[src/include/rsfs_pkg.sv]
// Constants and types for run and frequency source selection
package rsfs_pkg;
   localparam int unsigned CLK_HZ = 10_000_000;
   localparam int unsigned CONFLICT_MS = 500;
   localparam int unsigned HOLD_MS = 50;
   localparam int unsigned CONFLICT_CYC = CONFLICT_MS * (CLK_HZ / 1000);
   localparam int unsigned HOLD_CYC = HOLD_MS * (CLK_HZ / 1000);
   localparam int unsigned FREQ_W = 16;
   localparam int unsigned NUM_TERM = 6;

   // Run command sources
   localparam logic [2:0] RSRC_KEYPAD = 3'h0;
   localparam logic [2:0] RSRC_TERM = 3'h1;
   localparam logic [2:0] RSRC_SERIAL = 3'h2;
   localparam logic [2:0] RSRC_PLC = 3'h3;
   localparam logic [2:0] RSRC_RTC = 3'h4;

   // Frequency sources, 4 and 5 unused
   localparam logic [2:0] FSRC_KEYPAD = 3'h0;
   localparam logic [2:0] FSRC_AI1 = 3'h1;
   localparam logic [2:0] FSRC_UPDN = 3'h2;
   localparam logic [2:0] FSRC_COMM = 3'h3;
   localparam logic [2:0] FSRC_RTC = 3'h6;
   localparam logic [2:0] FSRC_AI2 = 3'h7;

   // Terminal function codes
   localparam logic [7:0] FN_FWD_RUN = 8'h00;
   localparam logic [7:0] FN_REV_RUN = 8'h01;
   localparam logic [7:0] FN_RUN_SWITCH = 8'h0C;
   localparam logic [7:0] FN_AI_SWITCH = 8'h0D;
   localparam logic [7:0] FN_THREE_WIRE = 8'h1A;
   localparam logic [7:0] FN_LATCH = 8'h35;

   // Analog function selector
   localparam logic [3:0] AFUNC_SWITCH = 4'h0;
   localparam logic [3:0] AFUNC_DIRECT = 4'h1;
   localparam logic [3:0] AFUNC_SUM = 4'hA;

   localparam logic AI2_TYPE_CURRENT = 1'b1;
   // 20 % of full scale, the 4 mA live zero
   localparam logic [15:0] AI_LIVE_ZERO = 16'h3333;

   typedef struct packed {
      logic run;
      logic fwd;
   } rsfs_cmd_t;

   typedef struct packed {
      logic run;
      logic stop;
      logic dir_toggle;
   } rsfs_key_t;

   typedef enum logic [3:0] {
      TM_NONE = 4'b0001,
      TM_TWO = 4'b0010,
      TM_THREE = 4'b0100,
      TM_LATCH = 4'b1000
   } rsfs_tmode_t;

   typedef enum logic [2:0] {
      LS_STOP = 3'b001,
      LS_FWD = 3'b010,
      LS_REV = 3'b100
   } rsfs_lstate_t;

   typedef enum logic [2:0] {
      PR_NONE = 3'b001,
      PR_TWO = 3'b010,
      PR_THREE = 3'b100
   } rsfs_preset_t;
endpackage

[src/logic/rsfs_top.sv]
// Run command and frequency reference source selection
`timescale 1ns/1ps
`default_nettype none
module rsfs_top #(
   parameter int unsigned CONFLICT_CYC = rsfs_pkg::CONFLICT_CYC,
   parameter int unsigned HOLD_CYC = rsfs_pkg::HOLD_CYC,
   parameter logic [7:0] FN_UP = 8'h20,
   parameter logic [7:0] FN_DOWN = 8'h21,
   parameter int unsigned UPDN_RATE_CYC = 100
) (
   input wire logic clk,
   input wire logic arst_n,
   input wire logic [5:0] term_in,
   input wire logic [5:0][7:0] term_fn,
   input wire logic [3:0] init_sel,
   input wire logic init_wr,
   input wire logic [2:0] run_src_main,
   input wire logic [2:0] run_src_alt,
   input wire rsfs_pkg::rsfs_key_t key_cmd,
   input wire rsfs_pkg::rsfs_cmd_t ser_cmd,
   input wire rsfs_pkg::rsfs_cmd_t plc_cmd,
   input wire rsfs_pkg::rsfs_cmd_t rtc_cmd,
   input wire logic [2:0] freq_src_main,
   input wire logic [2:0] freq_src_alt,
   input wire logic freq_alt_sel,
   input wire logic [3:0] analog_func,
   input wire logic ai2_type,
   input wire logic [15:0] ai1_val,
   input wire logic [15:0] ai2_val,
   input wire logic [15:0] key_freq,
   input wire logic [15:0] stage0_freq,
   input wire logic [15:0] comm_freq,
   input wire logic [15:0] rtc_freq,
   output rsfs_pkg::rsfs_cmd_t cmd_q,
   output logic alt_run_q,
   output logic direction_conflict_alarm_q,
   output logic terminal_config_conflict_error_q,
   output logic ai2_current_q,
   output logic [15:0] freq_ref_q
);
   localparam int unsigned KW = $clog2(CONFLICT_CYC + 1);
   localparam logic [KW-1:0] KLAST = KW'(CONFLICT_CYC - 1);

   function automatic logic fn_any(input logic [5:0][7:0] fn,
         input logic [7:0] code, input int lo, input int hi);
      logic hit;
      hit = 1'b0;
      for (int i = lo; i <= hi; i++) begin
         hit = hit | (fn[i] == code);
      end
      return hit;
   endfunction

   function automatic logic fn_on(input logic [5:0][7:0] fn,
         input logic [7:0] code, input logic [5:0] lv);
      logic hit;
      hit = 1'b0;
      for (int i = 0; i < 6; i++) begin
         hit = hit | ((fn[i] == code) & lv[i]);
      end
      return hit;
   endfunction

   function automatic logic [15:0] ai2_scale(input logic [15:0] raw,
         input logic cur);
      logic [17:0] t;
      t = 18'h0_0000;
      if (cur != rsfs_pkg::AI2_TYPE_CURRENT) begin
         return raw;
      end
      if (raw < rsfs_pkg::AI_LIVE_ZERO) begin
         return 16'h0000;
      end
      t = {2'b00, raw - rsfs_pkg::AI_LIVE_ZERO} * 18'h0_0005;
      return t[17:2];
   endfunction

   function automatic logic [15:0] sat_add(input logic [15:0] a,
         input logic [15:0] b);
      logic [16:0] s;
      s = {1'b0, a} + {1'b0, b};
      return s[16] ? 16'hFFFF : s[15:0];
   endfunction

   logic [5:0] lvl, held;
   logic [15:0] updn_val;

   for (genvar g = 0; g < 6; g++) begin : g_term
      rsfs_hold #(.HOLD_CYC(HOLD_CYC)) u_hold (
         .clk(clk),
         .arst_n(arst_n),
         .pin(term_in[g]),
         .level(lvl[g]),
         .held(held[g])
      );
   end

   // Terminal mode decode
   rsfs_pkg::rsfs_preset_t preset_q, preset_d;
   rsfs_pkg::rsfs_tmode_t mode;
   logic three_en, latch_en, two_en, cfg_err;

   always_comb begin
      preset_d = preset_q;
      if (init_wr) begin
         if (init_sel == 4'h2 || init_sel == 4'h4 || init_sel == 4'h6) begin
            preset_d = rsfs_pkg::PR_TWO;
         end else if (init_sel == 4'h3 || init_sel == 4'h5
               || init_sel == 4'h7) begin
            preset_d = rsfs_pkg::PR_THREE;
         end else begin
            preset_d = rsfs_pkg::PR_NONE;
         end
      end
      three_en = fn_any(term_fn, rsfs_pkg::FN_THREE_WIRE, 2, 5)
         || preset_q == rsfs_pkg::PR_THREE;
      latch_en = fn_any(term_fn, rsfs_pkg::FN_LATCH, 0, 5);
      two_en = (term_fn[0] == rsfs_pkg::FN_FWD_RUN
         && term_fn[1] == rsfs_pkg::FN_REV_RUN)
         || preset_q == rsfs_pkg::PR_TWO;
      cfg_err = three_en && latch_en;
      if (cfg_err) begin
         mode = rsfs_pkg::TM_NONE;
      end else if (latch_en) begin
         mode = rsfs_pkg::TM_LATCH;
      end else if (three_en) begin
         mode = rsfs_pkg::TM_THREE;
      end else if (two_en) begin
         mode = rsfs_pkg::TM_TWO;
      end else begin
         mode = rsfs_pkg::TM_NONE;
      end
   end

   // Terminal command decode
   rsfs_pkg::rsfs_cmd_t term_q, term_d;
   rsfs_pkg::rsfs_lstate_t ls_q, ls_d;
   logic [KW-1:0] conf_q, conf_d;
   logic alarm_d, both;

   always_comb begin
      term_d = term_q;
      ls_d = rsfs_pkg::LS_STOP;
      both = lvl[0] && lvl[1];
      conf_d = '0;
      alarm_d = 1'b0;
      case (mode)
         rsfs_pkg::TM_TWO: begin
            term_d.run = lvl[0] ^ lvl[1];
            if (lvl[0] && !lvl[1]) begin
               term_d.fwd = 1'b1;
            end else if (lvl[1] && !lvl[0]) begin
               term_d.fwd = 1'b0;
            end
            if (both) begin
               conf_d = (conf_q == KLAST) ? conf_q : conf_q + KW'(1);
               alarm_d = (conf_q == KLAST);
            end
         end
         rsfs_pkg::TM_THREE: begin
            if (!lvl[1]) begin
               term_d.run = 1'b0;
            end else if (held[0]) begin
               term_d.run = 1'b1;
            end
            term_d.fwd = !lvl[4];
         end
         rsfs_pkg::TM_LATCH: begin
            ls_d = ls_q;
            case (ls_q)
               rsfs_pkg::LS_STOP: begin
                  if (held[0]) begin
                     ls_d = rsfs_pkg::LS_FWD;
                  end else if (held[1]) begin
                     ls_d = rsfs_pkg::LS_REV;
                  end
               end
               rsfs_pkg::LS_FWD: begin
                  if (held[4]) begin
                     ls_d = rsfs_pkg::LS_STOP;
                  end else if (held[1]) begin
                     ls_d = rsfs_pkg::LS_REV;
                  end
               end
               rsfs_pkg::LS_REV: begin
                  if (held[4]) begin
                     ls_d = rsfs_pkg::LS_STOP;
                  end else if (held[0]) begin
                     ls_d = rsfs_pkg::LS_FWD;
                  end
               end
               default: ls_d = rsfs_pkg::LS_STOP;
            endcase
            term_d.run = (ls_d != rsfs_pkg::LS_STOP);
            term_d.fwd = (ls_d != rsfs_pkg::LS_REV);
         end
         default: term_d.run = 1'b0;
      endcase
   end

   // Keypad state and run source selection
   rsfs_pkg::rsfs_cmd_t kp_q, kp_d, cmd_d;
   logic alt_d;
   logic [2:0] rsrc;

   always_comb begin
      kp_d = kp_q;
      if (key_cmd.stop) begin
         kp_d.run = 1'b0;
      end else if (key_cmd.run) begin
         kp_d.run = 1'b1;
      end
      if (key_cmd.dir_toggle) begin
         kp_d.fwd = !kp_q.fwd;
      end
      alt_d = fn_on(term_fn, rsfs_pkg::FN_RUN_SWITCH, lvl);
      rsrc = alt_d ? run_src_alt : run_src_main;
      cmd_d = '{run: 1'b0, fwd: 1'b1};
      case (rsrc)
         rsfs_pkg::RSRC_KEYPAD: cmd_d = kp_d;
         rsfs_pkg::RSRC_TERM: cmd_d = term_d;
         rsfs_pkg::RSRC_SERIAL: cmd_d = ser_cmd;
         rsfs_pkg::RSRC_PLC: cmd_d = plc_cmd;
         rsfs_pkg::RSRC_RTC: cmd_d = rtc_cmd;
         default: cmd_d = '{run: 1'b0, fwd: 1'b1};
      endcase
   end

   // Frequency reference selection
   logic [2:0] fsrc;
   logic [15:0] ai2s, ana, freq_d;
   logic updn_en;

   always_comb begin
      ai2s = ai2_scale(ai2_val, ai2_type);
      case (analog_func)
         rsfs_pkg::AFUNC_SWITCH: begin
            ana = fn_on(term_fn, rsfs_pkg::FN_AI_SWITCH, lvl)
               ? ai2s : ai1_val;
         end
         rsfs_pkg::AFUNC_DIRECT: begin
            ana = (ai2_type == rsfs_pkg::AI2_TYPE_CURRENT)
               ? ai2s : ai1_val;
         end
         rsfs_pkg::AFUNC_SUM: ana = sat_add(ai1_val, ai2s);
         default: ana = ai1_val;
      endcase
      fsrc = freq_alt_sel ? freq_src_alt : freq_src_main;
      updn_en = (fsrc == rsfs_pkg::FSRC_UPDN)
         && fn_any(term_fn, FN_UP, 0, 5)
         && fn_any(term_fn, FN_DOWN, 0, 5);
      case (fsrc)
         rsfs_pkg::FSRC_KEYPAD: begin
            freq_d = freq_alt_sel ? stage0_freq : key_freq;
         end
         rsfs_pkg::FSRC_AI1: freq_d = ana;
         rsfs_pkg::FSRC_UPDN: freq_d = updn_val;
         rsfs_pkg::FSRC_COMM: freq_d = comm_freq;
         rsfs_pkg::FSRC_RTC: freq_d = rtc_freq;
         rsfs_pkg::FSRC_AI2: freq_d = ai2s;
         default: freq_d = 16'h0000;
      endcase
   end

   rsfs_updown #(.W(16), .RATE_CYC(UPDN_RATE_CYC)) u_updn (
      .clk(clk),
      .arst_n(arst_n),
      .en(updn_en),
      .up(fn_on(term_fn, FN_UP, lvl)),
      .down(fn_on(term_fn, FN_DOWN, lvl)),
      .val(updn_val)
   );

   always_ff @(posedge clk or negedge arst_n) begin
      if (!arst_n) begin
         preset_q <= rsfs_pkg::PR_NONE;
         term_q <= '{run: 1'b0, fwd: 1'b1};
         ls_q <= rsfs_pkg::LS_STOP;
         conf_q <= '0;
         kp_q <= '{run: 1'b0, fwd: 1'b1};
         cmd_q <= '{run: 1'b0, fwd: 1'b1};
         alt_run_q <= 1'b0;
         direction_conflict_alarm_q <= 1'b0;
         terminal_config_conflict_error_q <= 1'b0;
         ai2_current_q <= 1'b0;
         freq_ref_q <= 16'h0000;
      end else begin
         preset_q <= preset_d;
         term_q <= term_d;
         ls_q <= ls_d;
         conf_q <= conf_d;
         kp_q <= kp_d;
         cmd_q <= cmd_d;
         alt_run_q <= alt_d;
         direction_conflict_alarm_q <= alarm_d;
         terminal_config_conflict_error_q <= cfg_err;
         ai2_current_q <= ai2_type;
         freq_ref_q <= freq_d;
      end
   end
endmodule // rsfs_top
`default_nettype wire

[src/logic/rsfs_hold.sv]
// Terminal synchroniser with closed-time qualifier
`timescale 1ns/1ps
`default_nettype none
module rsfs_hold #(
   parameter int unsigned HOLD_CYC = rsfs_pkg::HOLD_CYC
) (
   input wire logic clk,
   input wire logic arst_n,
   input wire logic pin,
   output logic level,
   output logic held
);
   localparam int unsigned CW = $clog2(HOLD_CYC + 1);
   localparam logic [CW-1:0] LAST = CW'(HOLD_CYC - 1);
   logic sync1_q, sync2_q, held_q, held_d;
   logic [CW-1:0] cnt_q, cnt_d;

   always_comb begin
      cnt_d = '0;
      if (sync2_q && cnt_q != LAST) begin
         cnt_d = cnt_q + CW'(1);
      end else if (sync2_q) begin
         cnt_d = cnt_q;
      end
      held_d = sync2_q && (cnt_q == LAST);
   end

   always_ff @(posedge clk or negedge arst_n) begin
      if (!arst_n) begin
         sync1_q <= 1'b0;
         sync2_q <= 1'b0;
         cnt_q <= '0;
         held_q <= 1'b0;
      end else begin
         sync1_q <= pin;
         sync2_q <= sync1_q;
         cnt_q <= cnt_d;
         held_q <= held_d;
      end
   end

   assign level = sync2_q;
   assign held = held_q;
endmodule // rsfs_hold
`default_nettype wire

[src/logic/rsfs_updown.sv]
// Up/down frequency accumulator
`timescale 1ns/1ps
`default_nettype none
module rsfs_updown #(
   parameter int unsigned W = rsfs_pkg::FREQ_W,
   parameter int unsigned RATE_CYC = 100
) (
   input wire logic clk,
   input wire logic arst_n,
   input wire logic en,
   input wire logic up,
   input wire logic down,
   output logic [W-1:0] val
);
   localparam int unsigned PW = $clog2(RATE_CYC + 1);
   logic [PW-1:0] pre_q, pre_d;
   logic [W-1:0] val_q, val_d;

   always_comb begin
      pre_d = (pre_q == PW'(RATE_CYC - 1)) ? '0 : pre_q + PW'(1);
      val_d = val_q;
      if (en && pre_q == '0) begin
         if (up && !down && val_q != '1) begin
            val_d = val_q + W'(1);
         end else if (down && !up && val_q != '0) begin
            val_d = val_q - W'(1);
         end
      end
   end

   always_ff @(posedge clk or negedge arst_n) begin
      if (!arst_n) begin
         pre_q <= '0;
         val_q <= '0;
      end else begin
         pre_q <= pre_d;
         val_q <= val_d;
      end
   end

   assign val = val_q;
endmodule // rsfs_updown
`default_nettype wire

[config.mk]
export PLATFORM = sky130hd
export DESIGN_NAME = rsfs_top
export DESIGN_NICKNAME = d
export VERILOG_FILES = /design/src/include/rsfs_pkg.sv /design/src/logic/rsfs_top.sv /design/src/logic/rsfs_hold.sv /design/src/logic/rsfs_updown.sv
export SDC_FILE = /design/constraint.sdc
export NUM_CORES = 1
export LEC_CHECK = 0
export ABC_AREA = 1
export BUFFER_PORTS_ARGS = -buffer_cell sky130_fd_sc_hd__buf_4
export CORE_ASPECT_RATIO = 0.8
export CORE_MARGIN = 2
export CORE_UTILIZATION = 63
export DETAILED_ROUTE_END_ITERATION = 10
export GPL_TIMING_DRIVEN = 0
export PLACE_DENSITY = 0.95
export REMOVE_ABC_BUFFERS = 1
export SLEW_MARGIN = 40
export SYNTH_ARGS = -nofsm -noshare
export SYNTH_HDL_FRONTEND = slang
export SYNTH_SLANG_ARGS = --single-unit
[constraint.sdc]
create_clock -name clk -period 7.2 [get_ports clk]
set_input_delay 0.72 -clock clk [delete_from_list [all_inputs] [get_ports clk]]
set_output_delay 0.72 -clock clk [all_outputs]
set_load 0.03 [all_outputs]
==> results_dict.tcl, run 1 <==
set metrics [dict create \
    outcome "complete, no violations" \
    place_ws_ns 1.23 \
    vdd.ir_drop.worst_mv 0.172 \
    final_net_count 2381 \
    period_needed_ns 5.85 \
    fin_util_pct 76.4 \
    post_synth.cell_area_avg_um2 6.69 \
    timing.clock.skew_ns 0.0159 \
    final_min_period_over_clock_period_pct 81.3 \
    final-hold-violation-count 0 \
    wl_mm 41.7 \
    startpoint_type_of_the_worst_setup_path "primary input" \
    worst_skew_pair.late_latency_ns 0.45 \
    grt_first_pass_wirelength_mm 66.6 \
    grt_max_degree 69 \
    class_of_the_most_critical_setup_path "primary input to register" \
    timing.hold.worst.class "primary input to asynchronous set/reset pin" \
    cts.path.max_buffers 2 \
    drt.antenna.violating_nets 0 \
    synth_warnings 0 \
    dp_cells 2368 \
    cts_root_buffer "sky130_fd_sc_hd__clkbuf_16" \
    detail_route.iter0.violations 1758 \
    track_usage_pct 38.2 \
    cts-buffers-inserted 17 \
    synth_edf_count 0 \
    synth_cells 1928 \
    timing.final.setup_violations 0 \
    ys_types 65 \
    firstDrtPassIters 7 \
    critPathMaxStageDelay_ns 0.52 \
    final.setup.worst_slack_ns 1.35 \
    asyncSetResetFlopFracSynth_pct 100 \
    critPathSlowestCell "sky130_fd_sc_hd__a21oi_2" \
    postSynthRegisterBits 150 \
    postCtsSetupBuffers 0 \
    chipWidth_um 164 \
    yosys.cell_count.top_type "sky130_fd_sc_hd__nand2_1" \
    rows 46 \
    cts.htree.levels 4 \
    netlist_top_cells_count "sky130_fd_sc_hd__nand2_1, sky130_fd_sc_hd__inv_1, sky130_fd_sc_hd__nor2_1" \
    setup_crit_end_kind "register" \
    synthDominantAreaCellType "sky130_fd_sc_hd__dfrtp_1" \
    leakagePower_nw 7.61 \
    routabilityCongestion 1.03 \
    globalRoute.totalOverflow 0 \
    initial_core_util_pct 64.6 \
    post_synth_main_area_contributors "sky130_fd_sc_hd__dfrtp_1, sky130_fd_sc_hd__nand2_1, sky130_fd_sc_hd__inv_1, sky130_fd_sc_hd__ha_1, sky130_fd_sc_hd__a21oi_1" \
    route.detailed.vias_per_inst 6.07 \
    syn-cell-area_mm2 0.0129 \
    fmax_ghz 0.171 \
    layout-area-overhead-vs-synth_pct 18.3 \
    first_global_vias 14000 \
    core_area_mm2 0.0200 \
    num_vias 14600 \
    synth_seq_area_share_pct 29.2 \
    die-area_mm2 0.0216 \
    finish.instance_area_mm2 0.0153 \
    drive_above_1_share_pct 16.0 \
    tritoncts_num_sinks 150 \
    drv_cap 0 \
    synth.top_cell.area_share_pct 28.1 \
    io_pins 206 \
    clock_tree_from_tritoncts "done" \
    worstMarginPinSlew_ns 0.843 \
    crit_arrival_ns 6.19 \
    die_height_um 132 \
    slew-limit-headroom_pct 43.6 \
    post_cts.resized_instances 0 \
    finalNonFillerCells 2401 \
    predominant_post_synthesis_flop_cell "sky130_fd_sc_hd__dfrtp_1" \
    cts.reportedPaths.clkPinSlew_ns 0.07 \
    grt_setup_unrepaired "no" \
    dp_hpwl_mm 31.7 \
    setup_total_negative_slack_ns 0 \
    initial_antenna_violation_count 2 \
    path_common_cell "sky130_fd_sc_hd__nand2_1" \
    powerDensity_mw_per_mm2 177 \
    critPathRequiredTime_ns 7.54 \
    cts.hold.buffers_added 0 \
    final-max-slew-violation-count 0 \
    detail_route.wl_per_cell_um 17.4 \
    worst-path-max-fanout 11 \
    placement.io_buffers 205 \
    drc 0 \
    dpl_cell_area_mm2 0.0147 \
]
metrics by stage:
stage / hold WS [ns] / total power (W)
final: 0.132 / 0.00269
after floorplan: 0.331 / 0.00145
after detailed placement: 0.337 / 0.00176
after global routing: 0.155 / 0.00281
after global placement: 0.333 / 0.00173
after CTS: 0.150 / 0.00266
cells in the final DEF (no fill, tap or decap), drive strengths merged, types with 4 or more instances in the layout:
cell	Yosys	layout
a211oi	11	11
a21oi	165	165
a22oi	10	10
a31oi	8	8
and2	4	4
and3	4	4
buf	14	207
clkbuf	17	17
clkinv	1	8
dfrtp	145	145
dfstp	5	5
ha	71	71
inv	276	282
nand2	506	506
nand3	150	150
nand3b	10	10
nand4	55	55
nor2	196	196
nor3	52	52
nor3b	6	6
nor4	20	20
o211ai	5	5
o21a	4	4
o21ai	109	109
o31ai	5	5
or2	11	11
xnor2	17	17
xor2	31	31
layout make-up:
cell class	count	area, um^2
inverters	277	1040
clock buffers	17	425
fillers	1500	4720
repair buffers	207	1600
diodes	1	2.50
flip-flops and latches	150	3760
clock inverters	15	164
multi-input cells	1470	7930
well taps	264	330
final timing paths:
check	slack [ns]	from	cells after the start	end
worst max-delay path	1.35	ai2_val[0]	31	freq_ref_q[3]
worst min-delay path	0.13	arst_n	1	g_term[4].u_hold.cnt_q[10]
worst max register to register	3.29	g_term[0].u_hold.level	15	u_updn.val[13]
worst min register to register	0.35	g_term[1].u_hold.sync1_q	0	g_term[1].u_hold.level
max in group asynchronous	6.08	arst_n	3	preset_q[0]
min in group clk	0.35	g_term[1].u_hold.sync1_q	0	g_term[1].u_hold.level
worst max-delay path, delay by kind of cell:
family	cells	cell delay, ns
AOI/OAI and AO/OA	6	1.70
xor gates and xnor gates	1	0.19
adders and majority gates	4	1.24
buffers and inverters	6	0.78
and+or+nand+nor	14	1.55
per-layer routing:
layer  routed length, um  global-route usage, %
met1               15800                   47.3
met2               19300                   62.7
met3                4540                   9.22
met4                1960                   18.3
met5                  12                      0
registers in the layout (all words and copies together), names as in the netlist:
register	cells
direction_conflict_alarm_q	1
alt_run_q	1
g_term.u_hold.held	3
g_term.u_hold.cnt_q	57
conf_q	23
terminal_config_conflict_error_q	1
ai2_current_q	1
term_q	2
u_updn.val	16
kp_q	2
ls_q	3
cmd_q	2
preset_q	3
g_term.u_hold.sync1_q	6
freq_ref_q	16
g_term.u_hold.level	6
u_updn.pre_q	7
report_power, final:
group / total (W) / switching [W] / internal [W]
clock network: 0.000914 / 0.000423 / 0.000490
registers: 0.000896 / 0.0000194 / 0.000876
logic: 0.000883 / 0.000562 / 0.000321
kinds of logic (layout without fill, tap and decap cells):
kind of cell    Yosys count  in the layout  synth area share [%]
xor+xnor                 48             48                  3.26
other cells               0              1                     0
buf+inv                 308            516                  9.34
simple gates           1016           1016                  36.1
fa+ha+maj                74             74                  7.35
flops                   150            150                  29.2
compound gates          332            332                  14.8
Power figures use the tool's default switching activity.
==> run 2, diff against run 1 <==
--- a/config.mk
+++ b/config.mk
@@ -9,10 +9,10 @@
 export BUFFER_PORTS_ARGS = -buffer_cell sky130_fd_sc_hd__buf_4
 export CORE_ASPECT_RATIO = 0.8
 export CORE_MARGIN = 2
-export CORE_UTILIZATION = 63
+export CORE_UTILIZATION = 59
 export DETAILED_ROUTE_END_ITERATION = 10
 export GPL_TIMING_DRIVEN = 0
-export PLACE_DENSITY = 0.95
+export PLACE_DENSITY = 0.92
 export REMOVE_ABC_BUFFERS = 1
 export SLEW_MARGIN = 40
 export SYNTH_ARGS = -nofsm -noshare
==> constraint.sdc (replaced) <==
create_clock -name clk -period 5.4 [get_ports clk]
set_input_delay 0.54 -clock clk [delete_from_list [all_inputs] [get_ports clk]]
set_output_delay 0.54 -clock clk [all_outputs]
set_load 0.03 [all_outputs]
==> run 2 against run 1 <==
  * Combinational power increased by 34%
  * Hold slack improved by 0.073 ns
  * Sequential share of layout area decreased by 0.13 points
  * Via count decreased by 2.9%
  * Sequential power increased by 34%
  * Clock skew increased by 0.00062 ns
  * Design area increased by 0.53%
  * First-iteration DRC count decreased by 13%
  * Critical path depth increased by 2
  * Largest power group unchanged
==> results_dict.tcl, run 2 (synthesis results as in run 1) <==
set metrics [dict create \
    outcome "complete, no violations" \
    class_of_the_most_critical_setup_path "primary input to register" \
    worstMarginPinSlew_ns 0.857 \
    reg2reg_from "g_term[0].u_hold.level" \
    worst-path-max-fanout 8 \
    cts.path.max_buffers 2 \
    drt.antenna.violating_nets 0 \
    critPathMaxStageDelay_ns 0.36 \
    max_reg_flops 57 \
    fmax_ghz 0.198 \
    dp_hpwl_mm 31.4 \
    timing.critical_path.buf_inv 6 \
    critPathRequiredTime_ns 5.73 \
    commonest_cells_after_routing_fill_and_taps_aside "sky130_fd_sc_hd__nand2_1, sky130_fd_sc_hd__inv_1, sky130_fd_sc_hd__buf_4, sky130_fd_sc_hd__nor2_1, sky130_fd_sc_hd__a21oi_1" \
    final-max-slew-violation-count 0 \
    period_needed_ns 5.06 \
    leakagePower_nw 7.62 \
    layout_commonest_cell "sky130_fd_sc_hd__nand2_1" \
    layout-area-overhead-vs-synth_pct 18.9 \
    firstDrtPassIters 6 \
    chipWidth_um 169 \
    path_common_cell "sky130_fd_sc_hd__nand2_1" \
    place_ws_ns -0.304 \
    detail_route.wl_per_cell_um 16.8 \
    cts.htree.levels 4 \
    timing.clock.skew_ns 0.0165 \
    tritoncts_num_sinks 150 \
    finish.instance_area_mm2 0.0153 \
    reg2reg_slack_ns 1.45 \
    setup_crit_end_kind "register" \
    first_global_vias 13400 \
    worst_r2r_endpoint "u_updn.val[13]" \
    r2r_cells 16 \
    max_flop_register "g_term.u_hold.cnt_q" \
    layout_top_registers "g_term.u_hold.cnt_q: 57 flops, conf_q: 23 flops" \
    vdd.ir_drop.worst_mv 0.224 \
    placement.io_buffers 205 \
    startpoint_of_the_tightest_hold_check_path "term_in[1]" \
    core_area_mm2 0.0215 \
    startpoint_type_of_the_worst_setup_path "primary input" \
    route.detailed.vias_per_inst 5.86 \
    drive_above_1_share_pct 16.1 \
    cts.reportedPaths.clkPinSlew_ns 0.07 \
    finalNonFillerCells 2415 \
    critPathSlowestCell "sky130_fd_sc_hd__ha_1" \
    final_net_count 2384 \
    routabilityCongestion 0.995 \
    clock_tree_from_tritoncts "done" \
    die_height_um 136 \
    timing.critical_path.max_delay_family "simple AND/OR/NAND/NOR gates" \
    worstHoldEndpoint "g_term[1].u_hold.sync1_q" \
    holdPathStages 1 \
    cts-buffers-inserted 17 \
    final.setup.worst_slack_ns 0.338 \
    initial_core_util_pct 60.0 \
    wl_mm 40.6 \
    timing.final.setup_violations 0 \
    num_vias 14200 \
    initial_antenna_violation_count 1 \
    final_min_period_over_clock_period_pct 93.7 \
    globalRoute.totalOverflow 0 \
    io_pins 206 \
    slew-limit-headroom_pct 42.7 \
    drv_cap 0 \
    dp_cells 2379 \
    powerDensity_mw_per_mm2 238 \
    drc 0 \
    grt_first_pass_wirelength_mm 65.6 \
    cts_root_buffer "sky130_fd_sc_hd__clkbuf_16" \
    finalHoldWorstSlack_ns 0.205 \
    rows 48 \
    timing.hold.worst.class "primary input to register" \
    detail_route.iter0.violations 1535 \
    fin_util_pct 71.3 \
    track_usage_pct 35.5 \
    dpl_cell_area_mm2 0.0147 \
    grt_max_degree 63 \
    worst_skew_pair.late_latency_ns 0.44 \
    crit_arrival_ns 5.39 \
    final-hold-violation-count 0 \
    die-area_mm2 0.0231 \
]
-- run 2: layer usage --
metal	vias up	share of wire, %	GRT usage [%]
met2	842	46	59.0
met1	6417	41	46.7
met4	2	4.0	14.4
met3	124	9.4	5.53
met5	-	0.015	0
li1	6769	-	-
-- run 2: how the worst max path moves through the flow --
stage,start,endpoint,slack (ns),cells past startpoint
2_1_floorplan,ai2_val[0],freq_ref_q[8],0.85,32
3_3_place_gp,ai2_val[0],freq_ref_q[8],-0.26,33
3_5_place_dp,ai2_val[9],freq_ref_q[8],-0.30,33
4_1_cts,ai2_val[9],freq_ref_q[8],0.12,33
5_1_grt,ai2_val[3],freq_ref_q[15],-0.01,32
6_report,ai2_val[0],freq_ref_q[8],0.34,33
-- run 2: cell type report --
cell class | count | area [um^2]
clock inverters | 13 | 174
inverters | 277 | 1040
multi-input cells | 1470 | 7960
fillers | 1741 | 6160
well taps | 275 | 344
clock buffers | 19 | 433
flip-flops and latches | 150 | 3760
repair buffers | 210 | 1630
diodes | 1 | 2.50
-- run 2: stage by stage --
| step | TNS, ns | total power [W] |
|---|---|---|
| after CTS | 0 | 0.00362 |
| after detailed placement | -2.27 | 0.00235 |
| after global placement | -1.88 | 0.00232 |
| final | 0 | 0.00365 |
| after floorplan | 0 | 0.00193 |
| after global routing | -0.0243 | 0.00383 |
-- run 2: report_power, final --
| group | internal (W) | leakage [nW] | switching, W | total, W |
|---|---|---|---|---|
| registers | 0.00117 | 1.99 | 0.0000281 | 0.00120 |
| clock network | 0.000736 | 0.284 | 0.000538 | 0.00127 |
| logic | 0.000436 | 5.35 | 0.000745 | 0.00118 |
| total | 0.00234 | 7.62 | 0.00131 | 0.00365 |
-- run 2: what timing repair did --
| item | 4_1_cts | 5_1_grt |
|---|---|---|
| hold buffers | 1 | 0 |
| endpoints found under the setup margin | 0 | 16 |
| resized for setup | 0 | 5 |
| endpoints found under the hold margin | 28 | 0 |
| setup buffers | 0 | 2 |
